==> src/design/trig_pkg.sv <==
package trig_pkg;
   // clock and prompt pulse timing
   localparam int CLK_KHZ = 40000;
   localparam int ACCEPT_NS = 1000;
   localparam int ACCEPT_CYCLES = (ACCEPT_NS * CLK_KHZ + 999999) / 1000000;
   localparam logic [5:0] ACCEPT_LAST = 6'(ACCEPT_CYCLES - 1);

   // register offsets (byte address within the 16-byte window)
   localparam logic [3:0] OFF_CSR = 4'h0;
   localparam logic [3:0] OFF_VEC = 4'h2;
   localparam logic [3:0] OFF_TDR = 4'h4;
   localparam logic [3:0] OFF_OUT = 4'h6;
   localparam logic [3:0] OFF_INP = 4'h8;

   // control_status_reg fields
   localparam int CSR_EXT = 0;
   localparam int CSR_EN_TRIG = 1;
   localparam int CSR_EN_INT = 2;
   localparam int CSR_TEST = 3;
   localparam int CSR_SOFT_RST = 7;
   localparam int CSR_LVL_LSB = 8;
   localparam int CSR_PEND = 14;
   localparam int CSR_VALID = 15;

   // trigger data register fields
   localparam int TDR_MODE = 7;
   localparam int TDR_TEST_INT = 8;
   localparam int TDR_ACK = 15;
   localparam logic [15:0] TDR_ONES = 16'h7e00;

   // unused upper bytes of the vector and output registers read as one
   localparam logic [15:0] HI_ONES = 16'hff00;
   localparam logic [15:0] ALL_ONES = 16'hffff;

   // reset values
   localparam logic [3:0] CSR_RST = 4'h0;
   localparam logic [7:0] VEC_RST = 8'h00;
   localparam logic [7:0] OUT_RST = 8'h00;
   localparam logic [5:0] TDATA_RST = 6'h00;

   // short address modifiers accepted
   localparam logic [5:0] AM_SHORT_SUP = 6'h2d;
   localparam logic [5:0] AM_SHORT_USR = 6'h29;

   // pin group widths
   localparam int CODE_W = 6;
   localparam int STATIONS = 8;
   localparam int SYNC_W = 13;

   // external trigger sequencer
   typedef enum logic [2:0] {
      EXT_IDLE   = 3'b001,
      EXT_ACCEPT = 3'b010,
      EXT_BUSY   = 3'b100
   } ext_state_e;
endpackage

==> src/design/sync_if.sv <==
`timescale 1ns/1ps
// raw pin levels in, filtered levels out
interface sync_if #(parameter int WIDTH = 1);
   logic [WIDTH-1:0] raw;
   logic [WIDTH-1:0] clean;
   modport sink (input raw, output clean);
   modport user (output raw, input clean);
endinterface

==> src/design/pin_sync.sv <==
`timescale 1ns/1ps
module pin_sync #(
   parameter int WIDTH = 1
) (
   input wire logic core_clk, // system clock
   input wire logic rst,      // async reset
   sync_if.sink     port      // raw in, clean out
);
   logic [WIDTH-1:0] s1_reg;
   logic [WIDTH-1:0] s2_reg;
   logic [WIDTH-1:0] s3_reg;
   logic [WIDTH-1:0] clean_reg;

   // three stage chain; s1 only feeds s2 to keep metastability contained
   always_ff @(posedge core_clk or posedge rst) begin
      if (rst) begin
         s1_reg <= '0;
         s2_reg <= '0;
         s3_reg <= '0;
      end else begin
         s1_reg <= port.raw;
         s2_reg <= s1_reg;
         s3_reg <= s2_reg;
      end
   end

   // a bit changes only once stages two and three agree
   always_ff @(posedge core_clk or posedge rst) begin
      if (rst) begin
         clean_reg <= '0;
      end else begin
         for (int i = 0; i < WIDTH; i++) begin
            if (s2_reg[i] == s3_reg[i]) begin
               clean_reg[i] <= s3_reg[i];
            end
         end
      end
   end

   assign port.clean = clean_reg;
endmodule

==> src/design/trigger_readout_interface.sv <==
// The Wishbone register port and the address map were left to the implementer.
`timescale 1ns/1ps
// Behaviour
// - triggers come from one source only, cable or external, chosen by mode bit.
// - cable carries six bits: sync flag, late fail flag, four-bit station code.
// - master sends no new code until every station has acknowledged.
// - external mode takes four free-running triggers and two data levels.
// - OR of triggers rising latches all six input lines at once.
// - after latching, further triggers are ignored and prompt accept pulses.
// - external mode stays busy until host clears it.
// - valid data with interrupts enabled raises the interrupt request.
// - valid data sets a status flag readable by polling.
// - eight-bit general purpose output port usable in any mode.
// - in master mode the six inputs form an input port sampled on read.
// - up to eight stations, each with its own acknowledge line.
// - prompt accept output marks an accepted external trigger.
// - busy output stands while a trigger is processed; cable captures leave busy low.
// - bus slave with sixteen-bit address and sixteen-bit data.
// - both short supervisory and short user modifiers reach every register.
// - interrupter on levels one to seven, byte vector, released on acknowledge.
// - base decoded from address bits fifteen to four against switches.
// - control bit 0 external mode, bit 1 trigger enable, bit 2 interrupt enable.
// - control bit 15 reads set while valid trigger data is held.
// - data register bit 15 write acknowledges master or clears busy.
// - programmable byte vector returned in interrupt acknowledge cycle.
module trigger_readout_interface
   import trig_pkg::*;
(
   input  wire logic                  core_clk,      // 40 MHz clock
   input  wire logic                  rst,           // async reset, high
   input  wire logic                  wb_cyc_i,      // wishbone cycle
   input  wire logic                  wb_stb_i,      // wishbone strobe
   input  wire logic                  wb_we_i,       // write enable
   input  wire logic [15:0]           wb_adr_i,      // byte address
   input  wire logic [1:0]            wb_sel_i,      // byte lanes
   input  wire logic [15:0]           wb_dat_i,      // write data
   input  wire logic [5:0]            am_i,          // address modifier
   output logic      [15:0]           wb_dat_o,      // read data
   output logic                       wb_ack_o,      // access done
   output logic                       wb_err_o,      // refused access
   input  wire logic [11:0]           base_sw,       // base switches a15..a4
   input  wire logic [2:0]            irq_level_sw,  // interrupt level switches
   input  wire logic [2:0]            station_sel,   // station number jumper
   output logic                       irq_req,       // interrupt request
   input  wire logic                  iack_stb,      // acknowledge cycle
   input  wire logic [2:0]            iack_level,    // level being acknowledged
   output logic                       iack_ack,      // vector valid pulse
   output logic      [7:0]            iack_vector,   // returned vector
   input  wire logic                  cable_strobe,  // master strobe pin
   input  wire logic [CODE_W-1:0]     cable_code,    // master code pins
   input  wire logic [STATIONS-1:0]   ack_from_next, // acks from downstream
   output logic      [STATIONS-1:0]   ack_to_master, // acks toward master
   input  wire logic [3:0]            ext_trig,      // external trigger pins
   input  wire logic [1:0]            ext_data,      // data level pins
   output logic                       prompt_accept, // accept pulse
   output logic                       busy,          // busy level
   output logic      [7:0]            gp_out         // output port
);
   import trig_pkg::*;

   // pin filtering for the cable strobe, cable code, external trigger and data pins
   sync_if #(.WIDTH(SYNC_W)) pins ();
   assign pins.raw = {cable_strobe, cable_code, ext_data, ext_trig};

   pin_sync #(
      .WIDTH (SYNC_W)
   ) u_sync (
      .core_clk (core_clk),
      .rst      (rst),
      .port     (pins)
   );

   logic              strb_s;
   logic [5:0]        code_s;
   logic [5:0]        ext_s;
   assign strb_s = pins.clean[12];
   assign code_s = pins.clean[11:6];
   assign ext_s  = pins.clean[5:0];

   // register state
   logic [3:0]        ctrl_reg;
   logic [7:0]        vec_reg;
   logic [7:0]        out_reg;
   logic [5:0]        tdata_reg;
   logic              valid_reg;
   logic              pend_reg;
   logic              mack_reg;
   logic              ack_reg;
   logic              err_reg;
   logic [15:0]       rdat_reg;
   logic              iack_reg;
   logic [7:0]        ivec_reg;
   logic              strb_d_reg;
   logic              or_d_reg;
   logic [5:0]        cnt_reg;
   ext_state_e        state_reg;

   logic              mode_ext;
   logic              trig_en;
   assign mode_ext = ctrl_reg[CSR_EXT];
   assign trig_en  = ctrl_reg[CSR_EN_TRIG];

   // bus decode: base match and short modifier both needed
   logic              access;
   logic              am_ok;
   logic              hit;
   logic              wr;
   logic              rd;
   logic [3:0]        off;
   assign access = wb_cyc_i & wb_stb_i & ~ack_reg & ~err_reg;
   assign am_ok  = (am_i == AM_SHORT_SUP) | (am_i == AM_SHORT_USR);
   assign hit    = (wb_adr_i[15:4] == base_sw) & am_ok;
   assign wr     = access & hit & wb_we_i;
   assign rd     = access & hit & ~wb_we_i;
   assign off    = wb_adr_i[3:0];

   // write strobes for the side effects of writes
   logic              wr_csr_lo;
   logic              soft_clr;
   logic              tdr_hi;
   logic              tdr_ack;
   logic              test_int;
   assign wr_csr_lo = wr & (off == OFF_CSR) & wb_sel_i[0];
   assign soft_clr  = wr_csr_lo & wb_dat_i[CSR_SOFT_RST];
   assign tdr_hi    = wr & (off == OFF_TDR) & wb_sel_i[1];
   assign tdr_ack   = tdr_hi & wb_dat_i[TDR_ACK];
   assign test_int  = tdr_hi & wb_dat_i[TDR_TEST_INT] & ctrl_reg[CSR_TEST]
                      & ctrl_reg[CSR_EN_INT];

   // trigger capture from whichever source is selected
   logic              strb_rise;
   logic              trig_or;
   logic              or_rise;
   logic              cap_ts;
   logic              cap_ext;
   logic              cap;
   assign strb_rise = strb_s & ~strb_d_reg;
   assign trig_or   = |ext_s[3:0];
   assign or_rise   = trig_or & ~or_d_reg;
   assign cap_ts    = ~mode_ext & trig_en & strb_rise & ~soft_clr;
   assign cap_ext   = mode_ext & trig_en & or_rise & ~soft_clr
                      & (state_reg == EXT_IDLE);
   assign cap       = cap_ts | cap_ext;

   // edge history of the filtered strobe and trigger OR
   always_ff @(posedge core_clk or posedge rst) begin
      if (rst) begin
         strb_d_reg <= 1'b0;
         or_d_reg   <= 1'b0;
      end else begin
         strb_d_reg <= strb_s;
         or_d_reg   <= trig_or;
      end
   end

   // control bits; the reset pulse bit is not stored
   always_ff @(posedge core_clk or posedge rst) begin
      if (rst) begin
         ctrl_reg <= CSR_RST;
      end else if (soft_clr) begin
         ctrl_reg <= CSR_RST;
      end else if (wr_csr_lo) begin
         ctrl_reg <= wb_dat_i[3:0];
      end
   end

   // interrupt vector and output port
   always_ff @(posedge core_clk or posedge rst) begin
      if (rst) begin
         vec_reg <= VEC_RST;
         out_reg <= OUT_RST;
      end else if (soft_clr) begin
         vec_reg <= VEC_RST;
         out_reg <= OUT_RST;
      end else begin
         if (wr & (off == OFF_VEC) & wb_sel_i[0]) begin
            vec_reg <= wb_dat_i[7:0];
         end
         if (wr & (off == OFF_OUT) & wb_sel_i[0]) begin
            out_reg <= wb_dat_i[7:0];
         end
      end
   end

   // trigger word: cable code or the six latched external lines
   always_ff @(posedge core_clk or posedge rst) begin
      if (rst) begin
         tdata_reg <= TDATA_RST;
      end else if (cap_ts) begin
         tdata_reg <= code_s;
      end else if (cap_ext) begin
         tdata_reg <= ext_s;
      end else if (soft_clr) begin
         tdata_reg <= TDATA_RST;
      end
   end

   // valid flag: a capture in the clearing cycle is kept
   always_ff @(posedge core_clk or posedge rst) begin
      if (rst) begin
         valid_reg <= 1'b0;
      end else if (cap) begin
         valid_reg <= 1'b1;
      end else if (tdr_ack | soft_clr) begin
         valid_reg <= 1'b0;
      end
   end

   // station acknowledge held until the master strobes the next code,
   // so the master sees a steady level from every station
   always_ff @(posedge core_clk or posedge rst) begin
      if (rst) begin
         mack_reg <= 1'b0;
      end else if (tdr_ack & ~mode_ext) begin
         mack_reg <= 1'b1;
      end else if (strb_rise | soft_clr | mode_ext) begin
         mack_reg <= 1'b0;
      end
   end

   // own line replaces the chained one; other lines pass straight through
   always_comb begin
      ack_to_master = ack_from_next;
      ack_to_master[station_sel] = mack_reg;
   end

   // external sequencer: accept pulse, then busy until the host clears it
   always_ff @(posedge core_clk or posedge rst) begin
      if (rst) begin
         state_reg <= EXT_IDLE;
         cnt_reg   <= '0;
      end else if (soft_clr) begin
         state_reg <= EXT_IDLE;
         cnt_reg   <= '0;
      end else begin
         unique case (state_reg)
            EXT_IDLE: begin
               if (cap_ext) begin
                  state_reg <= EXT_ACCEPT;
                  cnt_reg   <= ACCEPT_LAST;
               end
            end
            EXT_ACCEPT: begin
               if (tdr_ack) begin
                  state_reg <= EXT_IDLE;
               end else if (cnt_reg == '0) begin
                  state_reg <= EXT_BUSY;
               end else begin
                  cnt_reg <= cnt_reg - 6'h01;
               end
            end
            EXT_BUSY: begin
               if (tdr_ack) begin
                  state_reg <= EXT_IDLE;
               end
            end
            default: begin
               state_reg <= EXT_IDLE;
            end
         endcase
      end
   end

   assign prompt_accept = (state_reg == EXT_ACCEPT);
   assign busy          = (state_reg != EXT_IDLE);
   assign gp_out        = out_reg;

   // interrupt pending: a new request in the acknowledge cycle survives
   logic              irq_set;
   logic              iack_take;
   assign irq_set   = (cap & ctrl_reg[CSR_EN_INT]) | test_int;
   assign iack_take = iack_stb & ~iack_reg & pend_reg
                      & (iack_level == irq_level_sw);

   always_ff @(posedge core_clk or posedge rst) begin
      if (rst) begin
         pend_reg <= 1'b0;
      end else if (irq_set & ~soft_clr) begin
         pend_reg <= 1'b1;
      end else if (iack_take | soft_clr) begin
         pend_reg <= 1'b0;
      end
   end

   // level zero switches the interrupter off
   assign irq_req = pend_reg & (irq_level_sw != 3'h0);

   // vector answer, one cycle pulse
   always_ff @(posedge core_clk or posedge rst) begin
      if (rst) begin
         iack_reg <= 1'b0;
         ivec_reg <= 8'h00;
      end else begin
         iack_reg <= iack_take;
         if (iack_take) begin
            ivec_reg <= vec_reg;
         end
      end
   end

   assign iack_ack    = iack_reg;
   assign iack_vector = ivec_reg;

   // read mux; input port samples the pins at the read itself
   logic [15:0]       rdat_next;
   always_comb begin
      rdat_next = 16'h0000;
      unique case (off)
         OFF_CSR: begin
            rdat_next[3:0]         = ctrl_reg;
            rdat_next[10:8]        = irq_level_sw;
            rdat_next[CSR_PEND]    = pend_reg;
            rdat_next[CSR_VALID]   = valid_reg;
         end
         OFF_VEC: begin
            rdat_next = HI_ONES | {8'h00, vec_reg};
         end
         OFF_TDR: begin
            rdat_next            = TDR_ONES | {10'h000, tdata_reg};
            rdat_next[TDR_MODE]  = mode_ext;
         end
         OFF_OUT: begin
            rdat_next = HI_ONES | {8'h00, out_reg};
         end
         OFF_INP: begin
            rdat_next = mode_ext ? ALL_ONES : {10'h000, ext_s};
         end
         default: begin
            rdat_next = 16'h0000;
         end
      endcase
   end

   // one wait state: ack or err rises the edge after the request,
   // drops the edge after; writes land on the edge ack rises
   always_ff @(posedge core_clk or posedge rst) begin
      if (rst) begin
         ack_reg  <= 1'b0;
         err_reg  <= 1'b0;
         rdat_reg <= 16'h0000;
      end else begin
         ack_reg <= access & hit;
         err_reg <= access & ~hit;
         if (rd) begin
            rdat_reg <= rdat_next;
         end
      end
   end

   assign wb_ack_o = ack_reg;
   assign wb_err_o = err_reg;
   assign wb_dat_o = rdat_reg;
endmodule

==> config.mk <==
export PLATFORM = sky130hd
export DESIGN_NAME = trigger_readout_interface
export DESIGN_NICKNAME = d
export VERILOG_FILES = /design/src/design/trig_pkg.sv /design/src/design/sync_if.sv /design/src/design/pin_sync.sv /design/src/design/trigger_readout_interface.sv
export SDC_FILE = /design/constraint.sdc
export NUM_CORES = 1
export LEC_CHECK = 0
export ABC_CLOCK_PERIOD_IN_PS = 3400
export BUFFER_PORTS_ARGS = -buffer_cell sky130_fd_sc_hd__buf_2
export CAP_MARGIN = 15
export CORE_UTILIZATION = 25
export CTS_BUF_LIST = sky130_fd_sc_hd__clkbuf_4 sky130_fd_sc_hd__clkbuf_8
export CTS_CLUSTER_DIAMETER = 120
export DETAILED_ROUTE_END_ITERATION = 16
export HOLD_SLACK_MARGIN = 0.12
export SLEW_MARGIN = 20
export SYNTH_ARGS = -nofsm -noshare
export SYNTH_HDL_FRONTEND = slang
export SYNTH_SLANG_ARGS = --single-unit
==> constraint.sdc <==
create_clock -name core_clk -period 3.4 [get_ports core_clk]
set_clock_uncertainty 0.15 [all_clocks]
set_input_delay 0.17 -clock core_clk [delete_from_list [all_inputs] [get_ports core_clk]]
set_output_delay 0.17 -clock core_clk [all_outputs]
set_load 0.005 [all_outputs]
Yosys cells after proc, flatten, opt, wreduce, memory -nomap -nowiden

Cells that the tools add are included.

Word-level logic and storage cells: 170
Bits in registers: 119
Input port bits: 88
Output and inout port bits: 46

Order comparisons: 2
Multiplexer cells: 35
Reduce and logical (&&, ||, !) cells: 17
Equal/unequal tests: 30
Bitwise operators: 53
Add/subtract/negate cells: 1

Operators with widths:

| cell                                                                   | number |
|---|---|
| 6-bit 2-to-1 mux                                                       | 7 |
| 1-bit AND                                                              | 37 |
| 8-bit 2-to-1 mux                                                       | 4 |
| 4-bit case mux with 5 select lines                                     | 1 |
| 16-bit 2-to-1 mux                                                      | 1 |
| 4-bit case mux with 4 select lines                                     | 1 |
| 3-bit 2-to-1 mux                                                       | 5 |
| 1-bit equality test                                                    | 13 |
| 12-bit equality test                                                   | 1 |
| 6-bit equality test (second input constant)                            | 2 |
| 3-bit != test (second input constant)                                  | 4 |
| 3-bit case mux with 4 select lines                                     | 1 |
| 6-bit case mux with 2 select lines                                     | 1 |
| 2-bit nonzero test                                                     | 6 |
| 1-bit NOT                                                              | 9 |
| 3-bit case mux with 3 select lines                                     | 1 |
| 3-bit nonzero test                                                     | 3 |
| 8-bit bitwise mux                                                      | 1 |
| 4-bit by 3-bit equality test with 1-bit output (second input constant) | 2 |
| 4-bit 2-to-1 mux                                                       | 2 |
| 2-bit case mux with 4 select lines                                     | 1 |
| 1-bit 2-to-1 mux                                                       | 7 |
| 1-bit bitwise OR                                                       | 7 |
| 6-bit zero test                                                        | 1 |
| 20 further kinds                                                       | 20 |

Longest topological paths before layout

Depth in word-level cells: 16
Depth in mapped cells: 8
Gate-level depth less buffers: 7

Modules after synthesis

A second synthesis with hierarchy kept.

Cell total of the unflattened synthesis: 428
Area total of the unflattened synthesis: 5,046.1 µm²

By module, submodules not included:

| module                    | area each (µm²) | seq. area each (µm²) | cells an instance | times used |
|---|---|---|---|---|
| trigger_readout_interface | 3,594.7         | 1,627.8              | 362               | 1 |
| pin_sync                  | 1,451.4         | 1,301.2              | 66                | 1 |

Least setup slack after synthesis

No wires, ideal clock.

Path kind: register to register
Start point: register err_reg (netlist: wb_err_o)
End point: register out_reg[0] (netlist: gp_out[0])
Data required time: 3.131 ns
Path buffers: 0
Data arrival time: 2.011 ns
Setup slack: 1.120 ns
Cell stages (with the launch flop): 7
Setup time: 0.119 ns
Path through: dfrtp_1 > nand4bb_4 > nor3_1 > nand4_4 > nor4_4 > mux2i_1 > nor2_2

Word-level cells in the longest chain between the ends: 8
Elaborated cells between the ends (all ways): 11
Those cells by class: 1 x mux; 9 x bitwise; 1 x reduce/logical

RTL lines:

| what                                                          | line                             | source |
|---|---|---|
| start, declared                                               | trigger_readout_interface.sv:89  | `logic err_reg;` |
| start signal, assigned                                        | trigger_readout_interface.sv:343 | `err_reg <= access & ~hit;` |
| 1-bit NOT (*)                                                 | trigger_readout_interface.sv:110 | `assign access = wb_cyc_i & wb_stb_i & ~ack_reg & ~err_reg;` |
| 1-bit AND (*)                                                 | trigger_readout_interface.sv:110 |  |
| 1-bit AND (*) (2 in series)                                   | trigger_readout_interface.sv:113 | `assign wr = access & hit & wb_we_i;` |
| 1-bit AND (2 in series)                                       | trigger_readout_interface.sv:123 | `assign wr_csr_lo = wr & (off == OFF_CSR) & wb_sel_i[0];` |
| 1-bit AND                                                     | trigger_readout_interface.sv:124 | `assign soft_clr = wr_csr_lo & wb_dat_i[CSR_SOFT_RST];` |
| 8-bit 2-to-1 mux / 2-bit nonzero test (equally long branches) | -                                |  |
| end signal, assigned                                          | trigger_readout_interface.sv:180 | `out_reg <= wb_dat_i[7:0];` |
| end, declared                                                 | trigger_readout_interface.sv:83  | `logic [7:0] out_reg;` |

Mark *: on every way between the ends. The rest lies on a longest branch, timed or not.
A chain may end at the register's enable or synchronous reset.

Worst setup path in the final report

Start point: input port irq_level_sw[0]
End point: register pend_reg

Word-level cells in the longest chain between the ends: 4

RTL lines:

| what                         | line                             | source |
|---|---|---|
| start, declared              | trigger_readout_interface.sv:42  | `input wire logic [2:0] irq_level_sw,` |
| 3-bit equality test          | trigger_readout_interface.sv:273 | `& (iack_level == irq_level_sw);` |
| 1-bit AND                    | trigger_readout_interface.sv:273 |  |
| net iack_take                | trigger_readout_interface.sv:270 | `logic iack_take;` |
| 1-bit bitwise OR             | trigger_readout_interface.sv:280 | `end else if (iack_take \| soft_clr) begin` |
| 2-bit nonzero test (no line) | -                                |  |
| end signal, assigned         | trigger_readout_interface.sv:277 | `pend_reg <= 1'b0;` |
| end signal, assigned         | trigger_readout_interface.sv:279 | `pend_reg <= 1'b1;` |
| end signal, assigned         | trigger_readout_interface.sv:281 | `pend_reg <= 1'b0;` |
| end, declared                | trigger_readout_interface.sv:86  | `logic pend_reg;` |

The timed path passes the listed nets, and every way through them passes these cells.

==> reports/metrics.yaml <==
outcome:
  outcome: "complete, no violations"
timing:
  report.final.hold_viol_count: 0
  slew-limit-headroom_pct: 35.36
  finalSetupTns_ns: 0
  rsz0062_at_grt: "no"
  setup_violations: 0
  worstMarginPinSlew_ns: 0.9644
  fmax_ghz: 0.3099
  fin_crit_sh_pct: 94.92
  layout_min_cycle_time_ns: 3.227
  drv_slew: 0
  fin_ws_ns: 0.1729
placed_design:
  hpwl_mm: 8.406
  dp_slack_ns: 0.7976
  post-place-cells: 800
  place.gp.congestion: 0.7645
  numPortBuffers: 126
pwr:
  ir_worst_vdd_uv: 252.0
  p_leak_nw: 3.123
  pwr_density_cell_nw_per_um2: 448.5
synthesis:
  syn_inst: 416
  syn_avg_cell_area_um2: 12.13
  synth_compound_area_share_pct: 7.885
  synth_ff_type: "dfrtp_1"
  synth-seq-area-share_pct: 58.05
  synth_seq_cells: 117
  yosysTopAreaCellShare_pct: 57.53
  synth.distinct_cells: 57
  synth_top_family_by_area: "simple AND/OR/NAND/NOR gates"
  synth_top_cell_by_area: "dfrtp_1"
  yosys-top-cells-count: "dfrtp_1 (116), nor2_1 (37), a21oi_1 (30)"
  synthMuxAreaShare_pct: 8.802
  yosysMostFrequentCell: "dfrtp_1"
  syn_area_um2: 5046
  synth_fa_ha_area_share_pct: 3.075
  synth_edf_count: 0
  ys_top_cells_by_area: "dfrtp_1 (58%), mux2i_1 (4.6%), mux2_2 (4.2%)"
  synth_async_sr_flop_share_pct: 100.0
  synthSimpleGateAreaFrac_pct: 16.36
  synth_xor_area_share_pct: 2.951
  synth.net_count: 506
  ys_warn_count: 0
clock_tree:
  cts-root-buf: "clkbuf_8"
  post_cts_buffers: 0
  clock_path_buffers: 2
  cts_max_level: 4
  cts_buffers: 17
  hold_buffers: 40
  clk_latency_ns: 0.43
  cts_resized: 0
  cts_tree: "built"
  clkTransAtPathRegs_ns: 0.08
  cts_sinks: 117
critical_path:
  slowest_delay_ns: 0.79
  crit_chain: "dlygate4sd3_1, buf_2, xnor2_1, nand4b_1, dlygate4sd3_1, nor3_2, o22ai_1, a31oi_1, dlygate4sd3_1, nor2_1"
  crit_family: "buffers and inverters"
  reg2reg_from: "iack_ack"
  end_kind: "flip-flop"
  critical_path_arrival_ns: 3.38
  path_class: "in -> reg"
  crit_cells: 10
  r2r_slack_ns: 0.30
  cp-endpoint: "pend_reg"
  critical_path.startpoint: "irq_level_sw[0]"
  required_ns: 3.56
  r2r_cells: 7
  timing.rr.end: "pend_reg"
  worstPathMaxFanout: 10
  critPathSlowestCell: "nor3_2"
  path_buf_inv: 4
  start_kind: "primary input"
  crit_path_frequent_cell: "dlygate4sd3_1"
floorplanning:
  die_area_um2: 20760
  placeableCoreArea_um2: 19650
  num_io_pins: 134
  fp.dieW_um: 144.1
  start_util_pct: 25.67
  rows: 51
  die_h_um: 144.1
cells_and_area:
  seq_area_um2: 2929
  finalNonFillerCells: 872
  drive_gt1_share_pct: 36.41
  multi_input_area_um2: 1978
  largest_reg_flops: 14
  fin_nets: 684
  final_util_pct: 34.43
  synthToLayoutAreaGrowth_pct: 34.09
  fillCellCount: 1980
  antenna_cells: 0
hold_path:
  worstHoldStart: "am_i[0]"
  hp-class: "in -> reg"
routing:
  firstDrtPassIters: 4
  top_layer_used: "met4"
  met1Wirelength_mm: 5.657
  wl_met3_um: 659
  drc: 0
  drt_iter0_drc: 228
  wl_mm: 11.97
  avgRoutedWirePerCell_um: 13.73
  ant_nets: 0
  wl_met2_mm: 5.567
  vias_per_cell: 4.278
  vias: 3730
grt:
  antenna_found_initial: 0
  grt-ovfl-total: 0
  grt_max_degree: 90
  gr-usage-all-layers_pct: 11.81
  grt_pass1_vias: 3662
  grt_pass1_wl_mm: 18.54
run:
  drv_cap: 0
cell usage in the layout, fill, tap and decap left out, types with 2 or more instances in the layout:
cell	n
nor2_2	16
a211oi_1	2
o221a_2	2
nand3_1	6
dlygate4sd3_1	40
o311ai_0	2
or3_1	4
clkinv_4	4
dfrtp_1	116
nor3b_1	3
o21ai_0	8
xor2_1	16
mux2_2	19
o211ai_1	2
nor3_1	8
nor4_1	4
nor2b_1	2
inv_1	11
nand4_1	3
nor4_4	4
inv_8	3
clkinvlp_4	2
a221oi_1	4
maj3_1	13
buf_4	8
a21oi_1	30
a22oi_1	7
clkbuf_8	17
inv_6	6
nand3b_1	5
buf_2	126
nand2b_1	3
ha_1	2
nor3_2	2
mux2i_1	23
nor2_1	37
nor4_2	2
nand2_1	20
and3_1	4
cell type report:
cell class | instances | share of cell area [%]
repair buffers | 175 | 16.42
clock buffers | 17 | 3.458
multi-input cells | 271 | 29.23
flip-flops and latches | 117 | 43.29
well taps | 265 | 4.900
inverters | 12 | 0.7212
clock inverters | 15 | 1.979
worst register-to-register path: cells and delay by family, from the launching register on:
kind / cells / cell delay [ns]
flops: 1 / 0.38
buf+inv: 2 / 1.13
compound gates: 2 / 0.32
simple gates: 3 / 1.00
routing by layer:
layer / GRT usage (%) / up-vias
met2: 18.79 / 107
met5: 0 / -
li1: - / 1840
met1: 15.36 / 1775
met4: 3.639 / 0
met3: 3.510 / 8
metrics by stage:
step | cell area (um2) | total power, W | hold WS [ns]
final | 6766 | 0.003035 | 0.1661
after global routing | 6766 | 0.003179 | 0.1648
after CTS | 6766 | 0.003073 | 0.1313
after detailed placement | 5998 | 0.001845 | 0.1293
after global placement | 5998 | 0.001841 | 0.1255
after floorplan | 5050 | 0.001718 | 0.05143
kinds of logic (layout without fill, tap and decap cells):
kind of cell | Yosys count | after routing
simple gates | 133 | 133
flops | 117 | 117
compound gates | 64 | 64
mux | 42 | 42
buf+inv | 28 | 219
xor+xnor | 17 | 17
fa+ha+maj | 15 | 15
worst min-delay path by stage:
stage / to / slack (ns) / cells after the start
floorplan: u_sync.s1_reg[0] / 0.05 / 0
global placement: u_sync.s1_reg[0] / 0.13 / 2
detailed placement: u_sync.s1_reg[0] / 0.13 / 2
CTS: wb_dat_o[5] / 0.13 / 4
global route: wb_ack_o / 0.16 / 5
finish: wb_ack_o / 0.17 / 5
where the power goes:
group          internal, W  switching [W]
Clock             0.000534       0.000644
Combinational     0.000167       0.000162
Sequential         0.00148      0.0000500
Total              0.00218       0.000856
Note: power is estimated with default switching activity, not from simulation.
